<file path="src/common/rfmc_cfg.svh">
// Constants for the reader front end mode controller
`ifndef RFMC_CFG_SVH
`define RFMC_CFG_SVH
`define RFMC_CLK_MHZ      25
`define RFMC_OPC_W        8
`define RFMC_OPC_RESET    8'h00
`define RFMC_OPC_EN       7
`define RFMC_OPC_RX_EN    6
`define RFMC_OPC_TX_EN    3
`define RFMC_OPC_WU       2
`define RFMC_SEG_N        8
`define RFMC_SEG_ALL      8'hff
`define RFMC_SEG_LSB      8'h01
`define RFMC_SEG_NONE     8'h00
`define RFMC_DRES_MAXSH   4'h7
`define RFMC_DRES_RESET   4'h0
`define RFMC_WU_TICK_US   1000
`define RFMC_PER_ONE      8'h01
`endif

</file>
<file path="src/common/rfmc_pkg.sv">
// Types for the reader front end mode controller
package rfmc_pkg;
   typedef enum logic [2:0] {
      RFMC_PDOWN = 3'b001,
      RFMC_READY = 3'b010,
      RFMC_WAKE  = 3'b100
   } rfmc_state_t;

   typedef enum logic {
      RFMC_MOD_OOK = 1'b0,
      RFMC_MOD_AM  = 1'b1
   } rfmc_mod_t;

   typedef struct packed {
      logic       single_drv;
      logic       alt_driver_select;
      rfmc_mod_t  modulation_type_select;
      logic [3:0] d_res;
   } rfmc_drv_cfg_t;

   typedef struct packed {
      logic       valid;
      logic [7:0] phase;
      logic [7:0] amplitude;
   } rfmc_meas_t;
endpackage : rfmc_pkg

</file>
<file path="src/hw/rfmc_mode_ctrl.sv">
// Operating mode and transmit driver control of the reader front end
`timescale 1ns/1ps
`include "rfmc_cfg.svh"

module rfmc_mode_ctrl #(
   parameter int TICK_CYC = `RFMC_WU_TICK_US * `RFMC_CLK_MHZ
) (
   input  wire  logic                     clk,
   input  wire  logic                     rst_n,
   input  wire  logic [`RFMC_OPC_W-1:0]   op_ctrl,
   input  wire  rfmc_pkg::rfmc_drv_cfg_t  drv_cfg,
   input  wire  logic                     cfg_wr,
   input  wire  logic                     buf_req,
   input  wire  logic                     osc_ok,
   input  wire  logic                     mod_active,
   input  wire  logic [7:0]               wake_period,
   input  wire  logic                     wake_src_amp,
   input  wire  logic [7:0]               wake_ref,
   input  wire  logic [7:0]               wake_delta,
   input  wire  rfmc_pkg::rfmc_meas_t     meas,
   output logic [2:0]                     mode,
   output logic                           osc_en,
   output logic                           regulator_en,
   output logic                           aat_out_en,
   output logic                           lp_osc_en,
   output logic                           rx_on,
   output logic                           tx_on,
   output logic                           buf_grant,
   output logic                           osc_stable_irq,
   output logic                           meas_start,
   output logic                           wake_irq,
   output logic [`RFMC_SEG_N-1:0]         antenna_driver_out_a,
   output logic [`RFMC_SEG_N-1:0]         antenna_driver_out_b,
   output logic                           rx_input_b,
   output logic                           am_supply_en
);
   import rfmc_pkg::*;

   localparam int TW = $clog2(TICK_CYC + 1);

   generate
      if (TICK_CYC < 1) begin : g_chk
         $error("TICK_CYC must be at least one");
      end
   endgenerate

   // Segments left on for a resistance code: upper segments drop first
   function automatic logic [`RFMC_SEG_N-1:0] seg_mask(input logic [3:0] code);
      if (code > `RFMC_DRES_MAXSH)
         seg_mask = `RFMC_SEG_LSB;
      else
         seg_mask = `RFMC_SEG_ALL >> code;
   endfunction : seg_mask

   // Distance of a measurement from its reference
   function automatic logic [7:0] abs_diff(input logic [7:0] a, input logic [7:0] b);
      abs_diff = (a > b) ? (a - b) : (b - a);
   endfunction : abs_diff

   rfmc_state_t           state_q, state_d;
   rfmc_drv_cfg_t         cfg_q, cfg_d;
   logic                  osc_seen_q, osc_seen_d;
   logic                  osc_irq_q, osc_irq_d;
   logic                  rx_q, rx_d, tx_q, tx_d, grant_q, grant_d;
   logic [TW-1:0]         tick_q, tick_d;
   logic [7:0]            per_q, per_d;
   logic                  mst_q, mst_d, wirq_q, wirq_d;
   logic [`RFMC_SEG_N-1:0] seg_a_q, seg_a_d, seg_b_q, seg_b_d;
   logic                  rxb_q, rxb_d, am_q, am_d;
   logic                  ready_q, ready_d, lpw_q, lpw_d;
   logic                  drive_a, drive_b;
   logic [7:0]            meas_val;

   // Mode selection from the operation control bits
   always_comb begin
      if (op_ctrl[`RFMC_OPC_EN])
         state_d = RFMC_READY;
      else if (op_ctrl == (`RFMC_OPC_RESET | (8'h01 << `RFMC_OPC_WU)))
         state_d = RFMC_WAKE;
      else
         state_d = RFMC_PDOWN;
   end

   // Configuration writes are taken in every mode; buffer only when ready
   always_comb begin
      cfg_d   = cfg_wr ? drv_cfg : cfg_q;
      grant_d = buf_req && (state_d == RFMC_READY);
      rx_d    = (state_d == RFMC_READY) && op_ctrl[`RFMC_OPC_RX_EN];
      tx_d    = (state_d == RFMC_READY) && op_ctrl[`RFMC_OPC_TX_EN];
      ready_d = (state_d == RFMC_READY);
      lpw_d   = (state_d == RFMC_WAKE);
   end

   // One interrupt per entry into ready once the oscillator settles
   always_comb begin
      osc_irq_d  = 1'b0;
      osc_seen_d = osc_seen_q;
      if (state_q != RFMC_READY) begin
         osc_seen_d = 1'b0;
      end else if (osc_ok && !osc_seen_q && state_d == RFMC_READY) begin // Not raised while leaving ready
         osc_irq_d  = 1'b1;
         osc_seen_d = 1'b1;
      end
   end

   // Wake-up timer and presence check
   always_comb begin
      tick_d   = '0;
      per_d    = '0;
      mst_d    = 1'b0;
      wirq_d   = 1'b0;
      meas_val = wake_src_amp ? meas.amplitude : meas.phase;
      if (state_q == RFMC_WAKE) begin
         per_d = per_q;
         if (tick_q == TW'(TICK_CYC - 1)) begin
            if (per_q + `RFMC_PER_ONE >= wake_period) begin
               mst_d = 1'b1;
               per_d = '0;
            end else begin
               per_d = per_q + `RFMC_PER_ONE;
            end
         end else begin
            tick_d = tick_q + TW'(1);
         end
         wirq_d = meas.valid && (abs_diff(meas_val, wake_ref) > wake_delta);
      end
   end

   // Antenna drivers, receiver input pair and modulation supply
   always_comb begin
      drive_a = tx_d && (!cfg_q.single_drv || !cfg_q.alt_driver_select);
      drive_b = tx_d && (!cfg_q.single_drv || cfg_q.alt_driver_select);
      seg_a_d = `RFMC_SEG_NONE;
      seg_b_d = `RFMC_SEG_NONE;
      if (!(mod_active && cfg_q.modulation_type_select == RFMC_MOD_OOK)) begin
         if (drive_a)
            seg_a_d = seg_mask(cfg_q.d_res);
         if (drive_b)
            seg_b_d = seg_mask(cfg_q.d_res);
      end
      rxb_d = cfg_q.single_drv && cfg_q.alt_driver_select;
      am_d  = tx_d && mod_active && (cfg_q.modulation_type_select == RFMC_MOD_AM);
   end

   // State registers, all cleared to power-down defaults
   always_ff @(posedge clk or negedge rst_n) begin
      if (!rst_n) begin
         state_q    <= RFMC_PDOWN;
         cfg_q      <= '{1'b0, 1'b0, RFMC_MOD_OOK, `RFMC_DRES_RESET};
         osc_seen_q <= 1'b0;
         osc_irq_q  <= 1'b0;
         rx_q       <= 1'b0;
         tx_q       <= 1'b0;
         grant_q    <= 1'b0;
         tick_q     <= '0;
         per_q      <= '0;
         mst_q      <= 1'b0;
         wirq_q     <= 1'b0;
         seg_a_q    <= `RFMC_SEG_NONE;
         seg_b_q    <= `RFMC_SEG_NONE;
         rxb_q      <= 1'b0;
         am_q       <= 1'b0;
         ready_q    <= 1'b0;
         lpw_q      <= 1'b0;
      end else begin
         state_q    <= state_d;
         cfg_q      <= cfg_d;
         osc_seen_q <= osc_seen_d;
         osc_irq_q  <= osc_irq_d;
         rx_q       <= rx_d;
         tx_q       <= tx_d;
         grant_q    <= grant_d;
         tick_q     <= tick_d;
         per_q      <= per_d;
         mst_q      <= mst_d;
         wirq_q     <= wirq_d;
         seg_a_q    <= seg_a_d;
         seg_b_q    <= seg_b_d;
         rxb_q      <= rxb_d;
         am_q       <= am_d;
         ready_q    <= ready_d;
         lpw_q      <= lpw_d;
      end
   end

   // Outputs straight from flip-flops; regulator and oscillators follow the mode register, modulation supply follows transmit and modulation
   assign mode                 = state_q;
   assign osc_en               = ready_q;
   assign regulator_en         = ready_q;
   assign aat_out_en           = ready_q;
   assign lp_osc_en            = lpw_q;
   assign rx_on                = rx_q;
   assign tx_on                = tx_q;
   assign buf_grant            = grant_q;
   assign osc_stable_irq       = osc_irq_q;
   assign meas_start           = mst_q;
   assign wake_irq             = wirq_q;
   assign antenna_driver_out_a = seg_a_q;
   assign antenna_driver_out_b = seg_b_q;
   assign rx_input_b           = rxb_q;
   assign am_supply_en         = am_q;

   property p_pdown_zero;
      @(posedge clk) disable iff (!rst_n)
      (op_ctrl == `RFMC_OPC_RESET) |=> (mode == RFMC_PDOWN && !regulator_en && !osc_en);
   endproperty
   a_pdown_zero: assert property (p_pdown_zero) else $error("all-zero control not power-down");

   property p_ready_en;
      @(posedge clk) disable iff (!rst_n)
      op_ctrl[`RFMC_OPC_EN] |=> (osc_en && regulator_en && aat_out_en);
   endproperty
   a_ready_en: assert property (p_ready_en) else $error("enable did not start oscillator");

   property p_buf_refused;
      @(posedge clk) disable iff (!rst_n)
      (buf_req && !op_ctrl[`RFMC_OPC_EN]) |=> !buf_grant;
   endproperty
   a_buf_refused: assert property (p_buf_refused) else $error("buffer granted outside ready");

   property p_osc_irq;
      @(posedge clk) disable iff (!rst_n)
      (osc_stable_irq) |-> (mode == RFMC_READY) ##1 !osc_stable_irq;
   endproperty
   a_osc_irq: assert property (p_osc_irq) else $error("oscillator interrupt wrong");

   property p_rx_on;
      @(posedge clk) disable iff (!rst_n)
      (op_ctrl[`RFMC_OPC_EN] && op_ctrl[`RFMC_OPC_RX_EN]) |=> rx_on;
   endproperty
   a_rx_on: assert property (p_rx_on) else $error("receiver not switched on");

   property p_wake_mode;
      @(posedge clk) disable iff (!rst_n)
      (op_ctrl == (8'h01 << `RFMC_OPC_WU)) |=> (lp_osc_en && !osc_en);
   endproperty
   a_wake_mode: assert property (p_wake_mode) else $error("wake bit alone not wake mode");

   property p_wake_irq;
      @(posedge clk) disable iff (!rst_n)
      wake_irq |-> $past(meas.valid) && $past(state_q == RFMC_WAKE);
   endproperty
   a_wake_irq: assert property (p_wake_irq) else $error("wake interrupt without measurement");

   property p_single_drv;
      @(posedge clk) disable iff (!rst_n)
      (rx_input_b && tx_on) |-> (antenna_driver_out_a == `RFMC_SEG_NONE);
   endproperty
   a_single_drv: assert property (p_single_drv) else $error("unselected driver active");

   property p_min_res;
      @(posedge clk) disable iff (!rst_n)
      (tx_d && !mod_active && !cfg_q.single_drv && cfg_q.d_res == `RFMC_DRES_RESET)
         |=> (antenna_driver_out_a == `RFMC_SEG_ALL);
   endproperty
   a_min_res: assert property (p_min_res) else $error("default code not all segments");

   property p_ook;
      @(posedge clk) disable iff (!rst_n)
      (mod_active && cfg_q.modulation_type_select == RFMC_MOD_OOK)
         |=> (antenna_driver_out_a == `RFMC_SEG_NONE && !am_supply_en);
   endproperty
   a_ook: assert property (p_ook) else $error("OOK did not stop drivers");
endmodule : rfmc_mode_ctrl

</file>
<file path="config.mk">
export PLATFORM = sky130hd
export DESIGN_NAME = rfmc_mode_ctrl
export DESIGN_NICKNAME = d
export VERILOG_FILES = /design/src/common/rfmc_pkg.sv /design/src/hw/rfmc_mode_ctrl.sv
export VERILOG_INCLUDE_DIRS = /design/src /design/src/common
export SDC_FILE = /design/constraint.sdc
export NUM_CORES = 1
export LEC_CHECK = 0
export ABC_CLOCK_PERIOD_IN_PS = 2140
export BUFFER_PORTS_ARGS = -buffer_cell sky130_fd_sc_hd__buf_4
export CAP_MARGIN = 5
export CORE_MARGIN = 5
export CORE_UTILIZATION = 40
export CTS_CLUSTER_DIAMETER = 150
export DETAILED_ROUTE_END_ITERATION = 7
export PLACE_DENSITY = 0.66
export SYNTH_ARGS = -nofsm -noshare
export SYNTH_HDL_FRONTEND = slang
export SYNTH_SLANG_ARGS = --single-unit
</file>
<file path="constraint.sdc">
create_clock -name clk -period 2.14 [get_ports clk]
set_input_delay 0.214 -clock clk [delete_from_list [all_inputs] [get_ports clk]]
set_output_delay 0.214 -clock clk [all_outputs]
set_load 0.1 [all_outputs]
</file>
### After elaboration in Yosys (flattened, before gate mapping)

Index checks and enable logic that the tools add are counted.

| word-level totals | value |
|---|---|
| output and inout bits | 31 |
| input port bits | 63 |
| register bits | 60 |
| logic and storage cells | 77 |

| cells by class | value |
|---|---|
| shifts and indexed selects | 1 |
| mux-type cells | 22 |
| bitwise operators | 1 |
| reductions and logical operators | 18 |
| equal/unequal tests | 7 |
| $lt $le $gt $ge | 4 |
| $add $sub $neg | 4 |

Operators with widths:

| kind | count |
|---|---|
| two-way mux 8 bit | 10 |
| two-way mux 15 bit | 2 |
| greater-than comparator 8 bit | 2 |
| subtractor 8 bit | 2 |
| adder 15 x 1 -> 15 bit, second input constant | 1 |
| equality test 15 bit, second input constant | 1 |
| logical AND 1 bit | 12 |
| adder 8 x 1 -> 8 bit, second input constant | 1 |
| equality test 8 x 3 -> 1 bit, second input constant | 1 |
| >= comparator 8 bit | 1 |
| two-way mux 1 bit | 8 |
| >> shifter 8 x 4 -> 8 bit, first input constant | 1 |
| equality test 3 bit, second input constant | 2 |
| two-way mux 3 bit | 2 |
| greater-than comparator 4 x 3 -> 1 bit, second input constant | 1 |
| equality test 3 x 2 -> 1 bit, second input constant | 1 |
| logical NOT 1 bit | 3 |
| != test 3 x 2 -> 1 bit, second input constant | 1 |
| logical OR 1 bit | 2 |
| != test 2 x 1 -> 1 bit, second input constant | 1 |
| nonzero test 2 bit | 1 |
| NOT 1 bit | 1 |

### Longest topological paths before layout

| logic depth | value |
|---|---|
| word-level depth | 8 |
| depth in mapped cells | 15 |
| mapped depth without buffers | 14 |

### Worst setup path before layout

OpenSTA, ideal clock, no wires.

| timing | value |
|---|---|
| path kind | input port to flip-flop |
| start | in wake_src_amp |
| end | reg wirq_q, in the netlist wake_irq |
| data arrival time | 3544 ps |
| stages | 15 |
| setup time | 124 ps |
| required time | 2016 ps |
| path buffers | 2 |
| path slack | -1528 ps |
| cell sequence | clkbuf_1 -> mux2i_1 -> inv_1 -> ha_1 -> clkbuf_1 -> and3_1 -> a221oi_1 -> a21oi_1 -> mux2_2 -> ha_1 -> nor2b_1 -> o21a_1 -> o21ai_0 -> a21oi_1 -> o31a_1 |

| between the ends | value |
|---|---|
| longest elaborated chain between the ends | 6 |
| elaborated cells between the ends (all ways) | 8 |
| those cells by class | add/sub: 2; order compare: 2; mux: 3; reduce/logical: 1 |

RTL lines:

| element | RTL line | text |
|---|---|---|
| from (decl) | rfmc_mode_ctrl.sv:17 | `input wire logic wake_src_amp,` |
| two-way mux 8 bit (*) | rfmc_mode_ctrl.sv:112 | `meas_val = wake_src_amp ? meas.amplitude : meas.phase;` |
| subtractor 8 bit / greater-than comparator 8 bit (equally long branches) | rfmc_mode_ctrl.sv:57 | `abs_diff = (a > b) ? (a - b) : (b - a);` |
| two-way mux 8 bit (*) | rfmc_mode_ctrl.sv:57 |  |
| greater-than comparator 8 bit (*) | rfmc_mode_ctrl.sv:125 | `wirq_d = meas.valid && (abs_diff(meas_val, wake_ref) > wake_delta);` |
| logical AND 1 bit (*) | rfmc_mode_ctrl.sv:125 |  |
| two-way mux 1 bit (*) | rfmc_mode_ctrl.sv:113 | `if (state_q == RFMC_WAKE) begin` |
| via wirq_d | rfmc_mode_ctrl.sv:67 | `logic mst_q, mst_d, wirq_q, wirq_d;` |
| to (signal assigned) | rfmc_mode_ctrl.sv:176 | `wirq_q <= wirq_d;` |
| to (decl) | rfmc_mode_ctrl.sv:67 |  |

Mark *: on every way through the listed nets, which the timed path passes. The rest lies on a longest branch.
A chain may end at the register's enable or synchronous reset.

### Worst setup path after layout

Same ends and word-level chain as after synthesis.

==> results.txt <==
status = finished with violations
failing checks = setup timing
Synth area leader = dfrtp_1
die area = 10600 um2
gr usage total = 16.0%
crit path cell chain = buf_8, buf_4, mux2i_4, inv_2, fa_2, a21o_1, a221oi_4, a21oi_4, mux2_4, ha_4, nor2b_1, o21a_1, o21ai_2, a21oi_1, o31a_1
FF-to-FF End = per_q[2]$_DFFE_PN0P_
number of synthesized flops with an enable pin = 0
hold depth = 1
total grt overflow = 0
crit share post-route = 134%
Cells after Synth = 346
Port Buffer Count = 93
Distinct cells, synth = 45
post-route cell area = 5210 um2
crit path launch type = primary input
Layout Nets = 596
Die Wd = 103 um
reg2reg setup slack = -0.26 ns
register area = 1480 um2
RePlAce Congestion = 0.866
PnR worst setup slack = -0.726 ns
TritonCTS clock tree = built
P&R area growth vs syn = 50.5%
crit path max-delay cell type = fa_2
max-slew violation count = 0
first-pass GRT wire length = 13.4 mm
Layout fillers = 739
Core Region = 8590 um2
WL met2 = 4.64 mm
Critical Path RT = 2.35 ns
endpoints failing hold = 0
Hold Crit Start = op_ctrl[7]
register bit total from synthesis = 59
Slowest Stage Delay on Critical Path = 0.36 ns
Syn. warnings = 0
Mapped Avg Cell Area = 10.0 um2
top cells by area, synth = dfrtp_1, ha_1, inv_1
vias in the first global route = 3089
post-DR wirelength/cell = 14.2 um
Reg-to-Reg Start = tick_q[12]$_DFF_PN0_
asr flop ratio synth = 100%
synthesized net count = 444
Synth Flop Type = dfrtp_1
Crit path max-delay family = compound AO/OA/AOI/OAI gates
Worst-Margin Slew = 0.738 ns
Critical path buffers and inverters = 3
top sig layer = met4
Clk Latency, worst-skew pair = 0.32 ns
total wire length = 8.67 mm
vias = 2999
WL met1 = 3.55 mm
initial antenna violation count = 0
largest fanout on the critical path = 6
worst vdd ir = 0.458 mV
Leak Pwr = 2.71 nW
crit path time final = 2.87 ns
Root Buffer = clkbuf_8
clock skew = 0.00887 ns
Setup crit end kind = flop
clock buffer depth = 2
Clock Sinks = 59
PwrDens = 634 nW/um2
number of buffers created by CTS = 9
Rel. slew slack = 50.8%
Synth top area share = 42.0%
ANT nets after route = 0
Iter 0 DRT Violations = 83
first-pass iteration count of the detailed router = 4
Synth Cell Area = 3460 um2
Seq/Total Area, Yosys = 42.7%
area occupied by multi-input gates = 2020 um2
largest net degree at the start of global routing = 60
list of most frequent post-synthesis cells = dfrtp_1, inv_1, ha_1, nor2_1, nand2_1
Finish-stage setup viols = 9
io pins = 94
H-tree depth = 3
Worst Hold Class = primary input to flop
drt via density = 4.92
CP Data Arrival Time = 3.08 ns
reg2reg path depth = 6
RSZ-0062 raised after global routing = yes
Detail Route met3 WL = 372 um
fraction of layout cells with a size suffix above 1 = 42.6%
WHS Endpoint = mode[1]$_DFF_PN0_
Placement Cell Area = 4690 um2
worst slack, placed = -1.16 ns
Die H = 103 um
top-count cell post-synth = dfrtp_1
type of the worst setup path = primary input to flop
num rows = 34
post-DP HPWL = 6.75 mm
maxcap violations = 0
Initial Util = 40.2%
Reg clk slew, reported paths = 0.06 ns
Max Fclk = 0.349 GHz
Antenna Cells = 0
DRC Markers = 0
metrics by stage:
| step | utilization (%) | TNS [ns] | hold WS [ns] | std cells | power [mW] |
|---|---|---|---|---|---|
| floorplan | - | -1.62 | -0.0816 | 346 | 1.70 |
| global placement | 54.6 | -2.42 | 0.322 | 586 | 1.98 |
| detailed placement | 54.6 | -2.69 | 0.320 | 586 | 2.00 |
| CTS | 59.1 | -1.77 | 0.0560 | 607 | 3.30 |
| global route | 60.6 | -2.67 | 0.0707 | 610 | 3.46 |
| finish | 60.6 | -1.81 | 0.0752 | 610 | 3.30 |
how the worst max path moves through the flow:
stage                  from                 end  slack, ns  cells after the start
2_1_floorplan  wake_src_amp  wake_irq$_DFF_PN0_      -1.03                     15
3_3_place_gp   wake_src_amp  wake_irq$_DFF_PN0_      -1.11                     15
3_5_place_dp   wake_src_amp  wake_irq$_DFF_PN0_      -1.16                     15
4_1_cts        wake_src_amp  wake_irq$_DFF_PN0_      -0.68                     15
5_1_grt        wake_src_amp  wake_irq$_DFF_PN0_      -0.85                     15
6_report       wake_src_amp  wake_irq$_DFF_PN0_      -0.73                     15
worst register-to-register path: stages, from the launching register on:
cell and delay [ns]:
dfrtp_1 0.40, or4bb_1 0.49, or4_4 0.57, a2111oi_4 0.38, buf_4 0.21, nand2b_1 0.07
a31oi_1 0.19
layer usage:
| metal | global-route usage (%) | vias up |
|---|---|---|
| met1 | 18.3 | 1443 |
| met4 | 4.98 | 0 |
| li1 | - | 1480 |
| met2 | 29.0 | 66 |
| met5 | 0 | - |
| met3 | 4.40 | 10 |
cells by family after synthesis:
family | after synthesis | synth area share (%)
AND/OR/NAND/NOR | 100 | 14.4
flip-flops | 59 | 42.7
multiplexers | 21 | 6.40
adder cells (fa/ha/maj) | 35 | 13.1
buffers and inverters | 51 | 5.86
AO/OA/AOI/OAI | 55 | 11.1
XOR/XNOR | 25 | 6.33
state kept, by name (all words and copies together) (netlist names), 2 cells and up:
name                  cells
cfg_q                     7
per_q                     8
mode                      2
antenna_driver_out_a      8
antenna_driver_out_b      8
tick_q                   15
layout by cell type, fill, tap and decap left out, drive strengths merged, types with 2 or more instances in the layout:
master,n
a211oi,3
a21o,9
a21oi,17
a221oi,3
a22o,5
a31oi,4
and2,6
and3,7
buf,152
bufinv,3
clkbuf,11
dfrtp,58
fa,2
ha,33
inv,39
mux2,9
mux2i,12
nand2,18
nand2b,2
nand3,11
nand4,4
nor2,32
nor2b,3
nor3,5
nor4,2
o21a,2
o21ai,6
or2,2
or3,2
or4,2
xnor2,12
xor2,13
report_power, final:
part	internal (mW)	switching (mW)
Combinational	0.397	0.479
Sequential	1.15	0.0255
Clock	0.831	0.419
Total	2.38	0.924
final cells by class:
cell class / instances / area share [%]
Tap cell: 108 / 2.60
Clock inverter: 4 / 1.87
Timing Repair Buffer: 153 / 22.7
Clock buffer: 11 / 2.91
Multi-Input combinational cell: 236 / 38.7
Inverter: 39 / 2.81
Sequential cell: 59 / 28.4
repair_timing:
item                                    in CTS  in global routing
hold buffers                                 1                  0
buffers inserted                             5                  3
pin swaps                                   15                 17
resized for setup                           20                 18
endpoints found under the setup margin      23                 24
hold endpoints to repair                    58                  0
(Power assumes the default switching activity.)
